## config.mk

```make
export PLATFORM = sky130hd
export DESIGN_NAME = door_drive_friction_energy_limit
export DESIGN_NICKNAME = d
export VERILOG_FILES = /design/src/rtl/door_drive_friction_energy_limit.v
export VERILOG_INCLUDE_DIRS = /design/src /design/src/include
export SDC_FILE = /design/constraint.sdc
export NUM_CORES = 2
export LEC_CHECK = 0
export BUFFER_PORTS_ARGS = -buffer_cell sky130_fd_sc_hd__buf_2
export CORE_ASPECT_RATIO = 0.75
export CORE_MARGIN = 2
export CORE_UTILIZATION = 35
export CTS_CLUSTER_DIAMETER = 100
export CTS_CLUSTER_SIZE = 28
export DETAILED_ROUTE_END_ITERATION = 8
export PLACE_DENSITY = 0.63
export REMOVE_ABC_BUFFERS = 1
export SETUP_SLACK_MARGIN = 0.05
export SLEW_MARGIN = 20
export SYNTH_ARGS = -nofsm -noshare
export SYNTH_HDL_FRONTEND = slang
export SYNTH_SLANG_ARGS = --single-unit
```

## constraint.sdc

```tcl
create_clock -name core_clk -period 9.45 [get_ports core_clk]
set_input_delay 0.945 -clock core_clk [delete_from_list [all_inputs] [get_ports core_clk]]
set_output_delay 0.945 -clock core_clk [all_outputs]
set_load 0.005 [all_outputs]
```

## src/include/door_fric_defs.vh

```
// constants for the door drive friction and energy limit supervisor
// design-side definitions only
`ifndef DOOR_FRIC_DEFS_VH
`define DOOR_FRIC_DEFS_VH

// read-only register byte offsets; config slot n sits at 4n
`define OFS_FRIC_OPEN 8'h40
`define OFS_FRIC_CLOSE 8'h44
`define OFS_FRIC_FORCE 8'h48
`define OFS_STATUS 8'h4C

// control register fields
`define CTRL_REV_BIT 0

// reset values
`define FORCE_DEF 16'h004B
`define ENERGY_DEF 16'h0004
`define SPEED_DEF 16'h00C8
`define CUTTER_DEF 16'h0064
`define MOTOR_K_DEF 16'h0064

// limits of the force and energy parameters
`define FORCE_MAX_REV 16'h0096
`define FORCE_MAX_NOREV 16'h004B
`define ENERGY_MAX_REV 16'h000A
`define ENERGY_MAX_NOREV 16'h0004

// travel figures in mm
`define RANGE1_MM 16'h00FA
`define STEP_MM 16'h0014

// oscillation protection
`define REPS_MAX 3'h5
`define PRESS_MS 2000
`define HOLDOFF_MS 30000
`define CLK_KHZ 10000

// arithmetic scale factors
`define MILLI_DIV 40'h00_0000_03E8
`define TWO_E6 24'h1E_8480

`endif

```

## src/rtl/door_drive_friction_energy_limit.v

```verilog
// friction learning, force sums, oscillation protection and
// kinetic energy speed limits for a door drive
// assumes a wishbone classic master on core_clk and position (mm),
// current (mA) and learn-run flags synchronous to core_clk
//
// The placing of the registers and the Wishbone slave port were chosen for this implementation.
`timescale 1ns/1ns
`default_nettype none
`include "door_fric_defs.vh"

////////////////////////////////////////////////////////////////////////
module door_drive_friction_energy_limit #(
    parameter PRESS_CYC = `PRESS_MS * `CLK_KHZ,     // press-on time
    parameter HOLDOFF_CYC = `HOLDOFF_MS * `CLK_KHZ  // lockout time
) (
    input wire core_clk,
    input wire sys_rst,
    input wire [7:0] wb_adr_i,
    input wire [31:0] wb_dat_i,
    output reg [31:0] wb_dat_o,
    input wire wb_we_i,
    input wire [3:0] wb_sel_i,
    input wire wb_cyc_i,
    input wire wb_stb_i,
    output reg wb_ack_o,
    input wire learn_run,
    input wire learn_done,
    input wire move_open,
    input wire move_close,
    input wire second_open_move,
    input wire speed_trig,
    input wire weight_done,
    input wire [15:0] eow_pos,
    input wire [15:0] pos_mm,
    input wire [15:0] cur_ma,
    input wire [15:0] learned_mass,
    input wire cmd_open,
    input wire cmd_close,
    input wire at_open_end,
    input wire at_close_end,
    output reg [15:0] eff_open_force,
    output reg [15:0] eff_close_force,
    output reg [15:0] eff_extra_a,
    output reg [15:0] eff_extra_b,
    output reg [1:0] drive_ret,
    output reg [15:0] return_force,
    output reg [15:0] torque_cmd,
    output reg osc_locked
);

    localparam E_IDLE = 2'd0;
    localparam E_LOAD = 2'd1;
    localparam E_RUN = 2'd2;
    localparam E_STORE = 2'd3;
    localparam OS_IDLE = 3'd0;
    localparam OS_HOLD = 3'd1;
    localparam OS_RET = 3'd2;
    localparam OS_PRESS = 3'd3;
    localparam OS_LOCK = 3'd4;

    // reset value of a configuration slot
    function [15:0] rst_val(input [3:0] i);
        begin
            case (i)
                4'd1, 4'd2, 4'd3, 4'd4: rst_val = `FORCE_DEF;
                4'd8, 4'd9, 4'd10: rst_val = `ENERGY_DEF;
                4'd11, 4'd12, 4'd13: rst_val = `SPEED_DEF;
                4'd14: rst_val = `CUTTER_DEF;
                4'd15: rst_val = `MOTOR_K_DEF;
                default: rst_val = 16'h0000;
            endcase
        end
    endfunction

    // written value after the force and energy ceilings
    function [15:0] wr_val(input [3:0] i, input [15:0] v, input rev);
        reg [15:0] lim;
        begin
            lim = 16'hFFFF;
            if (i >= 4'd1 && i <= 4'd4)
                lim = rev ? `FORCE_MAX_REV : `FORCE_MAX_NOREV;
            else if (i >= 4'd8 && i <= 4'd10)
                lim = rev ? `ENERGY_MAX_REV : `ENERGY_MAX_NOREV;
            wr_val = (v > lim) ? lim : v;
        end
    endfunction

    // saturate a wide result to 16 bits
    function [15:0] sat16(input [39:0] v);
        begin
            sat16 = (v[39:16] != 24'h0) ? 16'hFFFF : v[15:0];
        end
    endfunction

    ////////////////////////////////////////////////////////////////////
    // register file and wishbone slave

    reg [15:0] cfg_q [0:15];        // writable configuration slots
    reg [39:0] sum_q [0:1];         // current sums, 0 open, 1 close
    reg [39:0] sq_q [0:1];          // sums of squared current
    reg [15:0] n_q [0:1];           // sample counts
    reg [15:0] mean_q [0:1];        // mean friction current
    reg [15:0] std_q [0:1];         // deviation of friction current
    reg [15:0] fric_q [0:1];        // friction force in N
    reg [1:0] eng_q;                // math engine state
    reg [3:0] step_q;               // math job step
    reg [39:0] q_q;                 // quotient or root
    reg [2:0] os_q;                 // oscillation state
    reg [2:0] reps_q;               // return attempts
    integer i;
    integer j;

    wire bus_req = wb_cyc_i & wb_stb_i;
    wire [3:0] idx = wb_adr_i[5:2];
    wire in_cfg = (wb_adr_i[7:6] == 2'b00);
    // writes land at the edge where the master sees ack
    wire wr_cfg = bus_req & wb_we_i & wb_ack_o & in_cfg;
    wire [15:0] wr_merge = {wb_sel_i[1] ? wb_dat_i[15:8] : cfg_q[idx][15:8],
                            wb_sel_i[0] ? wb_dat_i[7:0] : cfg_q[idx][7:0]};
    wire rev_en = cfg_q[0][`CTRL_REV_BIT];
    // speed job: which energy and which speed slot
    wire [3:0] e_idx = 4'd8 + {2'b00, step_q[2:1]};
    wire [3:0] v_idx = (step_q[2:1] == 2'd0) ? 4'd12 :
                       (step_q[2:1] == 2'd1) ? 4'd11 : 4'd13;
    wire spd_wr = (eng_q == E_STORE) & step_q[3] & step_q[0] &
                  (cfg_q[e_idx] != 16'h0000) &
                  (learned_mass != 16'h0000);
    wire spd_ev = wr_cfg & (idx >= 4'd8) & (idx <= 4'd13);

    // ack one cycle after the request, dropped the cycle after
    always @(posedge core_clk) begin
        if (sys_rst)
            wb_ack_o <= 1'b0;
        else
            wb_ack_o <= bus_req & ~wb_ack_o;
    end

    // read data registered together with ack
    always @(posedge core_clk) begin
        if (sys_rst) begin
            wb_dat_o <= 32'h0000_0000;
        end else if (bus_req & ~wb_ack_o) begin
            wb_dat_o <= 32'h0000_0000;  // unmapped reads as zero
            if (in_cfg)
                wb_dat_o <= {16'h0000, cfg_q[idx]};
            else if (wb_adr_i == `OFS_FRIC_OPEN)
                wb_dat_o <= {std_q[0], mean_q[0]};
            else if (wb_adr_i == `OFS_FRIC_CLOSE)
                wb_dat_o <= {std_q[1], mean_q[1]};
            else if (wb_adr_i == `OFS_FRIC_FORCE)
                wb_dat_o <= {fric_q[1], fric_q[0]};
            else if (wb_adr_i == `OFS_STATUS)
                wb_dat_o <= {16'h0000, n_q[0][7:0], reps_q, os_q,
                             1'b0, eng_q != E_IDLE};
        end
    end

    // configuration slots; engine speed results override the bus
    always @(posedge core_clk) begin
        if (sys_rst) begin
            for (i = 0; i < 16; i = i + 1)
                cfg_q[i] <= rst_val(i[3:0]);
        end else begin
            if (wr_cfg)
                cfg_q[idx] <= wr_val(idx, wr_merge, rev_en);
            if (spd_wr)
                cfg_q[v_idx] <= sat16(q_q);
        end
    end

    ////////////////////////////////////////////////////////////////////
    // friction sampling during the learn run

    reg run_q;          // learn run seen last cycle
    reg armed_q;        // a window is open and nxt_q is valid
    reg [15:0] nxt_q;   // position of the next sample
    wire act_open = learn_run & move_open & speed_trig &
        ((second_open_move & (pos_mm <= `RANGE1_MM)) |
         (weight_done & (pos_mm > eow_pos)));
    wire act_close = learn_run & move_close & speed_trig &
        (pos_mm > cfg_q[14]);
    wire hit = move_open ? (pos_mm >= nxt_q) : (pos_mm <= nxt_q);
    wire d_s = move_close;

    // a fresh window skips the transient 2 cm before sampling
    always @(posedge core_clk) begin
        if (sys_rst) begin
            run_q <= 1'b0;
            armed_q <= 1'b0;
            nxt_q <= 16'h0000;
        end else begin
            run_q <= learn_run;
            if (!(act_open | act_close)) begin
                armed_q <= 1'b0;
            end else if (!armed_q) begin
                armed_q <= 1'b1;
                nxt_q <= move_open ? pos_mm + `STEP_MM
                                   : pos_mm - `STEP_MM;
            end else if (hit) begin
                nxt_q <= move_open ? nxt_q + `STEP_MM
                                   : nxt_q - `STEP_MM;
            end
        end
    end

    // accumulators, cleared at the start of every learn run
    always @(posedge core_clk) begin
        if (sys_rst || (learn_run & ~run_q)) begin
            for (j = 0; j < 2; j = j + 1) begin
                sum_q[j] <= 40'h00_0000_0000;
                sq_q[j] <= 40'h00_0000_0000;
                n_q[j] <= 16'h0000;
            end
        end else if ((act_open | act_close) & armed_q & hit) begin
            sum_q[d_s] <= sum_q[d_s] + {24'h00_0000, cur_ma};
            sq_q[d_s] <= sq_q[d_s] + {24'h00_0000, cur_ma} * {24'h00_0000, cur_ma};
            if (n_q[d_s] != 16'hFFFF)
                n_q[d_s] <= n_q[d_s] + 16'h0001;
        end
    end

    ////////////////////////////////////////////////////////////////////
    // shared serial divider and square root
    // steps 0-3 open, 4-7 close: mean, mean square, deviation, force;
    // steps 8-13: speed for close, open, reduced mode (divide, root)

    reg [1:0] pend_q;    // bit 0 full job, bit 1 speed job
    reg [5:0] cnt_q;
    reg [39:0] a_q;      // dividend or radicand, shifted out
    reg [39:0] b_q;      // divisor
    reg [40:0] r_q;      // partial remainder
    reg [39:0] tmp_q;    // intermediate result
    reg [39:0] op_a;
    reg [39:0] op_b;
    reg [31:0] msq;
    wire d_e = step_q[2];
    wire is_sq = step_q[3] ? step_q[0] : (step_q[1:0] == 2'd2);
    wire [21:0] sq_rr = {r_q[19:0], a_q[39:38]};
    wire [21:0] sq_tr = {q_q[19:0], 2'b01};
    wire [40:0] dv_t = {r_q[39:0], a_q[39]};
    wire [39:0] res = (!is_sq && b_q == 40'h0) ? 40'h0 : q_q;

    // operand selection for the step about to be loaded
    always @* begin
        op_a = 40'h00_0000_0000;
        op_b = 40'h00_0000_0001;
        msq = mean_q[d_e] * mean_q[d_e];
        if (!step_q[3]) begin
            case (step_q[1:0])
                2'd0: begin
                    op_a = sum_q[d_e];
                    op_b = {24'h00_0000, n_q[d_e]};
                end
                2'd1: begin
                    op_a = sq_q[d_e];
                    op_b = {24'h00_0000, n_q[d_e]};
                end
                2'd2: begin
                    // variance; rounding may leave it slightly negative
                    if (tmp_q > {8'h00, msq})
                        op_a = tmp_q - {8'h00, msq};
                end
                default: begin
                    op_a = ({24'h00_0000, mean_q[d_e]} + {24'h00_0000, std_q[d_e]})
                           * {24'h00_0000, cfg_q[15]};
                    op_b = `MILLI_DIV;
                end
            endcase
        end else if (!step_q[0]) begin
            op_a = {24'h00_0000, cfg_q[e_idx]} * {16'h0000, `TWO_E6};
            op_b = {24'h00_0000, learned_mass};
        end else begin
            op_a = tmp_q;
        end
    end

    // engine sequencer
    always @(posedge core_clk) begin
        if (sys_rst) begin
            eng_q <= E_IDLE;
            pend_q <= 2'b00;
            step_q <= 4'd0;
            cnt_q <= 6'd0;
            a_q <= 40'h0;
            b_q <= 40'h0;
            q_q <= 40'h0;
            r_q <= 41'h0;
            tmp_q <= 40'h0;
            for (j = 0; j < 2; j = j + 1) begin
                mean_q[j] <= 16'h0000;
                std_q[j] <= 16'h0000;
                fric_q[j] <= 16'h0000;
            end
        end else begin
            // a new event is never lost to the clear
            pend_q <= pend_q | {spd_ev, learn_done};
            case (eng_q)
                E_IDLE: begin
                    if (pend_q[0]) begin
                        step_q <= 4'd0;
                        pend_q <= {1'b0, learn_done};
                        eng_q <= E_LOAD;
                    end else if (pend_q[1]) begin
                        step_q <= 4'd8;
                        pend_q <= {spd_ev, learn_done};
                        eng_q <= E_LOAD;
                    end
                end
                E_LOAD: begin
                    a_q <= op_a;
                    b_q <= op_b;
                    q_q <= 40'h0;
                    r_q <= 41'h0;
                    cnt_q <= is_sq ? 6'd19 : 6'd39;
                    eng_q <= E_RUN;
                end
                E_RUN: begin
                    if (is_sq) begin
                        // one root bit per cycle, floor result
                        a_q <= {a_q[37:0], 2'b00};
                        if (sq_rr >= sq_tr) begin
                            r_q <= {19'h0, sq_rr - sq_tr};
                            q_q <= {q_q[38:0], 1'b1};
                        end else begin
                            r_q <= {19'h0, sq_rr};
                            q_q <= {q_q[38:0], 1'b0};
                        end
                    end else begin
                        a_q <= {a_q[38:0], 1'b0};
                        if (dv_t >= {1'b0, b_q}) begin
                            r_q <= dv_t - {1'b0, b_q};
                            q_q <= {q_q[38:0], 1'b1};
                        end else begin
                            r_q <= dv_t;
                            q_q <= {q_q[38:0], 1'b0};
                        end
                    end
                    if (cnt_q == 6'd0)
                        eng_q <= E_STORE;
                    else
                        cnt_q <= cnt_q - 6'd1;
                end
                default: begin
                    if (!step_q[3]) begin
                        case (step_q[1:0])
                            2'd0: mean_q[d_e] <= sat16(res);
                            2'd1: tmp_q <= res;
                            2'd2: std_q[d_e] <= sat16(res);
                            default: fric_q[d_e] <= sat16(res);
                        endcase
                    end else if (!step_q[0]) begin
                        tmp_q <= res;
                    end
                    step_q <= step_q + 4'd1;
                    eng_q <= (step_q == 4'd13) ? E_IDLE : E_LOAD;
                end
            endcase
        end
    end

    ////////////////////////////////////////////////////////////////////
    // effective force limits: configured force plus friction, clamped

    // sum in 17 bits so a carry cannot wrap below the ceiling
    function [15:0] fsum(input [15:0] f, input [15:0] fr);
        reg [16:0] s;
        begin
            s = {1'b0, f} + {1'b0, fr};
            fsum = (s > {1'b0, `FORCE_MAX_REV}) ? `FORCE_MAX_REV : s[15:0];
        end
    endfunction

    // extra force a follows the opening friction, b the closing one
    always @(posedge core_clk) begin
        if (sys_rst) begin
            eff_open_force <= `FORCE_DEF;
            eff_close_force <= `FORCE_DEF;
            eff_extra_a <= `FORCE_DEF;
            eff_extra_b <= `FORCE_DEF;
        end else begin
            eff_open_force <= fsum(cfg_q[1], fric_q[0]);
            eff_close_force <= fsum(cfg_q[2], fric_q[1]);
            eff_extra_a <= fsum(cfg_q[3], fric_q[0]);
            eff_extra_b <= fsum(cfg_q[4], fric_q[1]);
        end
    end

    ////////////////////////////////////////////////////////////////////
    // oscillation protection at the end stops

    reg dir_q;              // 0 open end, 1 closed end
    reg [31:0] tmr_q;       // press-on and lockout timer
    wire at_end = dir_q ? at_close_end : at_open_end;
    wire cmd = dir_q ? cmd_close : cmd_open;

    // state machine; a dropped drive order always ends protection
    always @(posedge core_clk) begin
        if (sys_rst) begin
            os_q <= OS_IDLE;
            reps_q <= 3'd0;
            tmr_q <= 32'h0000_0000;
            dir_q <= 1'b0;
        end else begin
            case (os_q)
                OS_IDLE: begin
                    reps_q <= 3'd0;
                    tmr_q <= 32'h0000_0000;
                    if (cmd_open & at_open_end) begin
                        dir_q <= 1'b0;
                        os_q <= OS_HOLD;
                    end else if (cmd_close & at_close_end) begin
                        dir_q <= 1'b1;
                        os_q <= OS_PRESS;
                    end
                end
                OS_HOLD: begin
                    if (!cmd)
                        os_q <= OS_IDLE;
                    else if (!at_end)
                        os_q <= OS_RET;
                end
                OS_RET: begin
                    if (!cmd) begin
                        os_q <= OS_IDLE;
                    end else if (at_end) begin
                        reps_q <= reps_q + 3'd1;
                        tmr_q <= 32'h0000_0000;
                        if (reps_q == `REPS_MAX - 3'd1)
                            os_q <= OS_LOCK;
                        else
                            os_q <= dir_q ? OS_PRESS : OS_HOLD;
                    end
                end
                OS_PRESS: begin
                    if (!cmd)
                        os_q <= OS_IDLE;
                    else if (!at_end)
                        os_q <= OS_RET;
                    else if (tmr_q == PRESS_CYC - 1)
                        os_q <= OS_HOLD;
                    else
                        tmr_q <= tmr_q + 32'h0000_0001;
                end
                OS_LOCK: begin
                    // push-outs are ignored until the timer runs out
                    if (!cmd) begin
                        os_q <= OS_IDLE;
                    end else if (tmr_q == HOLDOFF_CYC - 1) begin
                        reps_q <= 3'd0;
                        os_q <= OS_HOLD;
                    end else begin
                        tmr_q <= tmr_q + 32'h0000_0001;
                    end
                end
                default: os_q <= OS_IDLE;
            endcase
        end
    end

    // drive outputs follow the state; end stop torques skip friction
    always @(posedge core_clk) begin
        if (sys_rst) begin
            drive_ret <= 2'b00;
            return_force <= 16'h0000;
            torque_cmd <= 16'h0000;
            osc_locked <= 1'b0;
        end else begin
            drive_ret <= (os_q == OS_RET) ? {dir_q, ~dir_q} : 2'b00;
            return_force <= (os_q != OS_RET) ? 16'h0000 :
                            dir_q ? eff_close_force : eff_open_force;
            osc_locked <= (os_q == OS_LOCK);
            case (os_q)
                OS_HOLD, OS_LOCK:
                    torque_cmd <= dir_q ? cfg_q[7] : cfg_q[5];
                OS_PRESS: torque_cmd <= cfg_q[6];
                default: torque_cmd <= 16'h0000;
            endcase
        end
    end

endmodule
`default_nettype wire

```

==> results.txt <==
----------------------------------------------------
[Critical path]
  Worst Reg2Reg Path Length in Cells ... 39
  Arrival time of the worst setup path ... 9.80 ns
  Family with the most delay on the worst path ... adder cells
  Path type of the worst setup path ... reg -> reg
  Reg2Reg Setup Slack ... 0.28 ns
  Slowest CP cell ... sky130_fd_sc_hd__fa_1
  CP endpoint kind ... register
  Top fanout value on the critical path ... 7
  Endpoint of the worst register-to-register path ... a_q[35]
  Data required, critical path ... 10.08 ns
  Buffers plus inverters on the worst setup path ... 10
  Category of the worst setup path launch point ... register
  Largest stage delay on the critical path ... 0.53 ns

[Layout]
  Core utilization of the finished layout ... 39.01%
  Proportion of layout cells with a drive suffix above 1 ... 12.23%
  NumNets Final ... 10,420
  Area added between synthesis and finish ... 10.74%

[STA]
  Number of hold violations in the final report ... 0
  Total setup violations reported at the end of the flow ... 0
  Final critical-path required period ... 9.166 ns
  Setup Total Neg Slack ... 0 ns
  Number of pins with negative max-slew slack in the final report ... 0
  Post-route setup slack ... 0.2840 ns
  Remaining max-slew budget at the tightest pin ... 18.78%
  Period Utilization, post-route ... 96.99%
  Max Clock Freq ... 109.1 MHz
  Unrepaired setup endpoints after global routing ... true
  Worst slack on hold paths ... 0.4769 ns
  Actual slew at the worst max-slew pin ... 1.206 ns
  Final worst clock skew ... 0.05947 ns

[Synthesis]
  Top area cells in the synthesized netlist ... sky130_fd_sc_hd__edfxtp_1, sky130_fd_sc_hd__fa_1, sky130_fd_sc_hd__ha_1
  Cell type contributing the most total cell area after synthesis ... sky130_fd_sc_hd__edfxtp_1
  Synth cell count leaders ... sky130_fd_sc_hd__inv_1, sky130_fd_sc_hd__nor2_1, sky130_fd_sc_hd__nand2_1
  Number of synthesized flops with an enable pin ... 544
  Top-area cell type share of the netlist area ... 20.00%
  Portion of the post-synthesis area used by sequential elements ... 29.32%
  Number of different library cells in the post-synthesis netlist ... 94
  Yosys warning total ... 0
  Yosys reg bits ... 924
  Fraction of synthesis flops using an asynchronous set or reset pin ... 0%
  Cell with the most instances after synthesis ... sky130_fd_sc_hd__inv_1
  Mean area per synthesized cell ... 9.379 µm²
  Cells after synthesis ... 8,708
  Post-synthesis cell area ... 0.08167 mm²
  Main synth FF type ... sky130_fd_sc_hd__edfxtp_1

[Power]
  Cell internal pwr ... 13.89 mW
  Worst IR drop on VDD ... 0.6172 mV
  Tot Pwr ... 28.08 mW
  Part of the total power dissipated in the clock network ... 8.7%
  Cell Pwr Density ... 310.5 mW/mm²
  Fraction of power spent switching nets ... 50.53%
  Combinational power share ... 74.4%
  Leakage power ... 39.11 nW
  Fraction of power consumed by sequential logic ... 16.9%
  Psw ... 14.19 mW

[Routing]
  Total iterations of the first detailed-routing run ... 9
  Post-route DRC ... 0
  Via count normalized by instance count ... 5.527
  Via count ... 67,020
  Total Routed Length ... 272,800 µm
  Initial DRC Count ... 7,626
  Residual antenna-violating net count after detailed routing ... 0
  Avg WL per Cell ... 22.50 µm

[Worst hold path]
  Path type of the worst min-delay path ... reg -> reg
  Launch point of the worst hold path ... r_q[39]
  Hold Path End ... r_q[39]
  Hold path depth ... 2

[Global routing]
  Remaining Overflow, GRT ... 0
  Grt met3 use ... 6.228%
  All-Layer GR Usage ... 22.60%
  Met2 GRT Util ... 32.22%
  First-pass GRT wire length ... 412,000 µm
  Antenna violations before repair ... 14
  GRT Max-Usage Layer ... met1
  Global routing met1 resource utilization ... 33.72%
  Via count of the first global-routing pass ... 65,700
  Maximum number of pins on one net before global-route repair ... 74

[Run]
  Max-capacitance violation count ... 0

[Floorplan]
  Boundary pin count ... 256
  Core Region ... 0.2318 mm²
  Cell Rows ... 153
  Total Die Area ... 0.2373 mm²
  Y dimension of the die ... 422.3 µm
  DIE WIDTH ... 561.8 µm
  Effective utilization at floorplan ... 35.23%

[CTS]
  Number of buffers created by CTS ... 44
  Number of H-tree levels ... 2
  Clock root cell ... sky130_fd_sc_hd__clkbuf_16
  Clock insertion delay at the later pin of the skew report ... 0.73 ns
  Clock tree sinks ... 924
  Bufs on Longest Clock Path ... 3
  Clock-pin slew of the registers on the worst-case setup and hold paths ... 0.12 ns
  Clock tree from TritonCTS ... yes

[Placement]
  Port Buffer Count ... 237
  Setup slack at placement ... -0.6240 ns
  Routability Congestion ... 0.9769
  Estimated wirelength of the detail-placed design ... 211,100 µm

[Run status]
  Outcome ... finished clean

----------------------------------------------------
-- timing repair --
action	4_1_cts	5_1_grt
resized for setup	26	106
cloned	0	0
hold buffers	0	0
setup endpoints to repair	40	40
buffers inserted	4	3
pin swaps	3	34
-- registers in the layout, indices dropped and copies added, names as in the netlist, 40 cells and up, named ones only --
register	cells
tmp_q	40
cfg_q	256
sq_q	80
r_q	40
a_q	40
sum_q	80
q_q	40
-- cells by family (layout without fill, tap and decap cells) --
kind of cell | after synthesis | after routing | share of synthesized area (%)
adder cells (fa/ha/maj) | 1308 | 1308 | 25.78
other | 1 | 36 | 0.004592
flip-flops | 924 | 924 | 29.32
XOR/XNOR | 375 | 375 | 4.021
AND/OR/NAND/NOR | 2665 | 2665 | 14.71
multiplexers | 431 | 431 | 7.177
buffers and inverters | 1456 | 1738 | 6.742
AO/OA/AOI/OAI | 1548 | 1548 | 12.25
-- through the flow --
step / area [µm²] / instances
floorplan: 80180 / 8321
global placement: 88300 / 12040
detailed placement: 88310 / 12040
CTS: 89880 / 12120
global route: 90430 / 12120
finish: 90440 / 12130
-- worst register-to-register path: cells and delay by family, from the launching register on --
| kind | cells | cell delay, ns |
|---|---|---|
| fa+ha+maj | 8 | 3.24 |
| compound gates | 13 | 2.30 |
| simple gates | 6 | 1.62 |
| buf+inv | 10 | 1.26 |
| flops | 1 | 0.40 |
| xor+xnor | 1 | 0.15 |
| mux | 1 | 0.12 |
-- power by group through the flow --
stage	combinational [mW]	clock, mW	sequential, mW
3_5_place_dp	19.8	0	4.82
3_3_place_gp	19.5	0	4.81
4_1_cts	20.0	2.49	4.73
6_report	20.9	2.45	4.74
5_1_grt	23.0	2.61	4.77
2_1_floorplan	13.1	0	4.77
-- area by class of cell --
class | count | area (µm²)
tap | 3100 | 3879
sequential | 924 | 23950
fill | 22940 | 141400
antenna | 4 | 10.01
timing repair buffer | 624 | 4232
clock inverter | 11 | 230.2
multi-input combinational | 6359 | 53040
clock buffer | 65 | 1201
inverter | 1038 | 3901
-- layer usage --
layer  share of wire [%]  routed length [µm]
met1                  45              122600
met2                  41              112100
met3                  12               32200
met4                 2.1                5806
met5               0.019                  52
-- how the worst max path moves through the flow --
stage                   end  cells past startpoint  slack [ns]
finish              a_q[35]                     39        0.28
detailed placement  a_q[32]                     36       -0.62
global placement    a_q[37]                     35       -0.52
CTS                 a_q[32]                     39        0.02
global route        a_q[29]                     37       -0.05
floorplan           a_q[28]                     33       -5.15
-- layout by cell type, fill, tap and decap left out, types with 36 or more instances in the layout --
| cell | n |
|---|---|
| sky130_fd_sc_hd__dfxtp_1 | 377 |
| sky130_fd_sc_hd__a21o_1 | 140 |
| sky130_fd_sc_hd__nand2b_1 | 60 |
| sky130_fd_sc_hd__nand4_1 | 61 |
| sky130_fd_sc_hd__o21a_1 | 53 |
| sky130_fd_sc_hd__nand3_1 | 220 |
| sky130_fd_sc_hd__and3_1 | 39 |
| sky130_fd_sc_hd__buf_4 | 379 |
| sky130_fd_sc_hd__a22oi_1 | 37 |
| sky130_fd_sc_hd__inv_1 | 1022 |
| sky130_fd_sc_hd__fa_1 | 621 |
| sky130_fd_sc_hd__o22ai_1 | 67 |
| sky130_fd_sc_hd__a31oi_1 | 60 |
| sky130_fd_sc_hd__nand2_1 | 826 |
| sky130_fd_sc_hd__ha_1 | 674 |
| sky130_fd_sc_hd__clkbuf_16 | 45 |
| sky130_fd_sc_hd__a211oi_1 | 63 |
| sky130_fd_sc_hd__a21oi_1 | 443 |
| sky130_fd_sc_hd__xnor2_1 | 202 |
| sky130_fd_sc_hd__mux2_2 | 127 |
| sky130_fd_sc_hd__o21ai_0 | 252 |
| sky130_fd_sc_hd__o21bai_1 | 46 |
| sky130_fd_sc_hd__nor2b_1 | 52 |
| sky130_fd_sc_hd__nor3_1 | 118 |
| sky130_fd_sc_hd__buf_2 | 233 |
| sky130_fd_sc_hd__and2_1 | 151 |
| sky130_fd_sc_hd__nor2_1 | 938 |
| sky130_fd_sc_hd__mux4_2 | 111 |
| sky130_fd_sc_hd__edfxtp_1 | 544 |
| sky130_fd_sc_hd__o221ai_1 | 39 |
| sky130_fd_sc_hd__nor4_1 | 36 |
| sky130_fd_sc_hd__mux2i_1 | 179 |
| sky130_fd_sc_hd__xor2_1 | 168 |
Note: power is estimated with default switching activity, not from simulation.
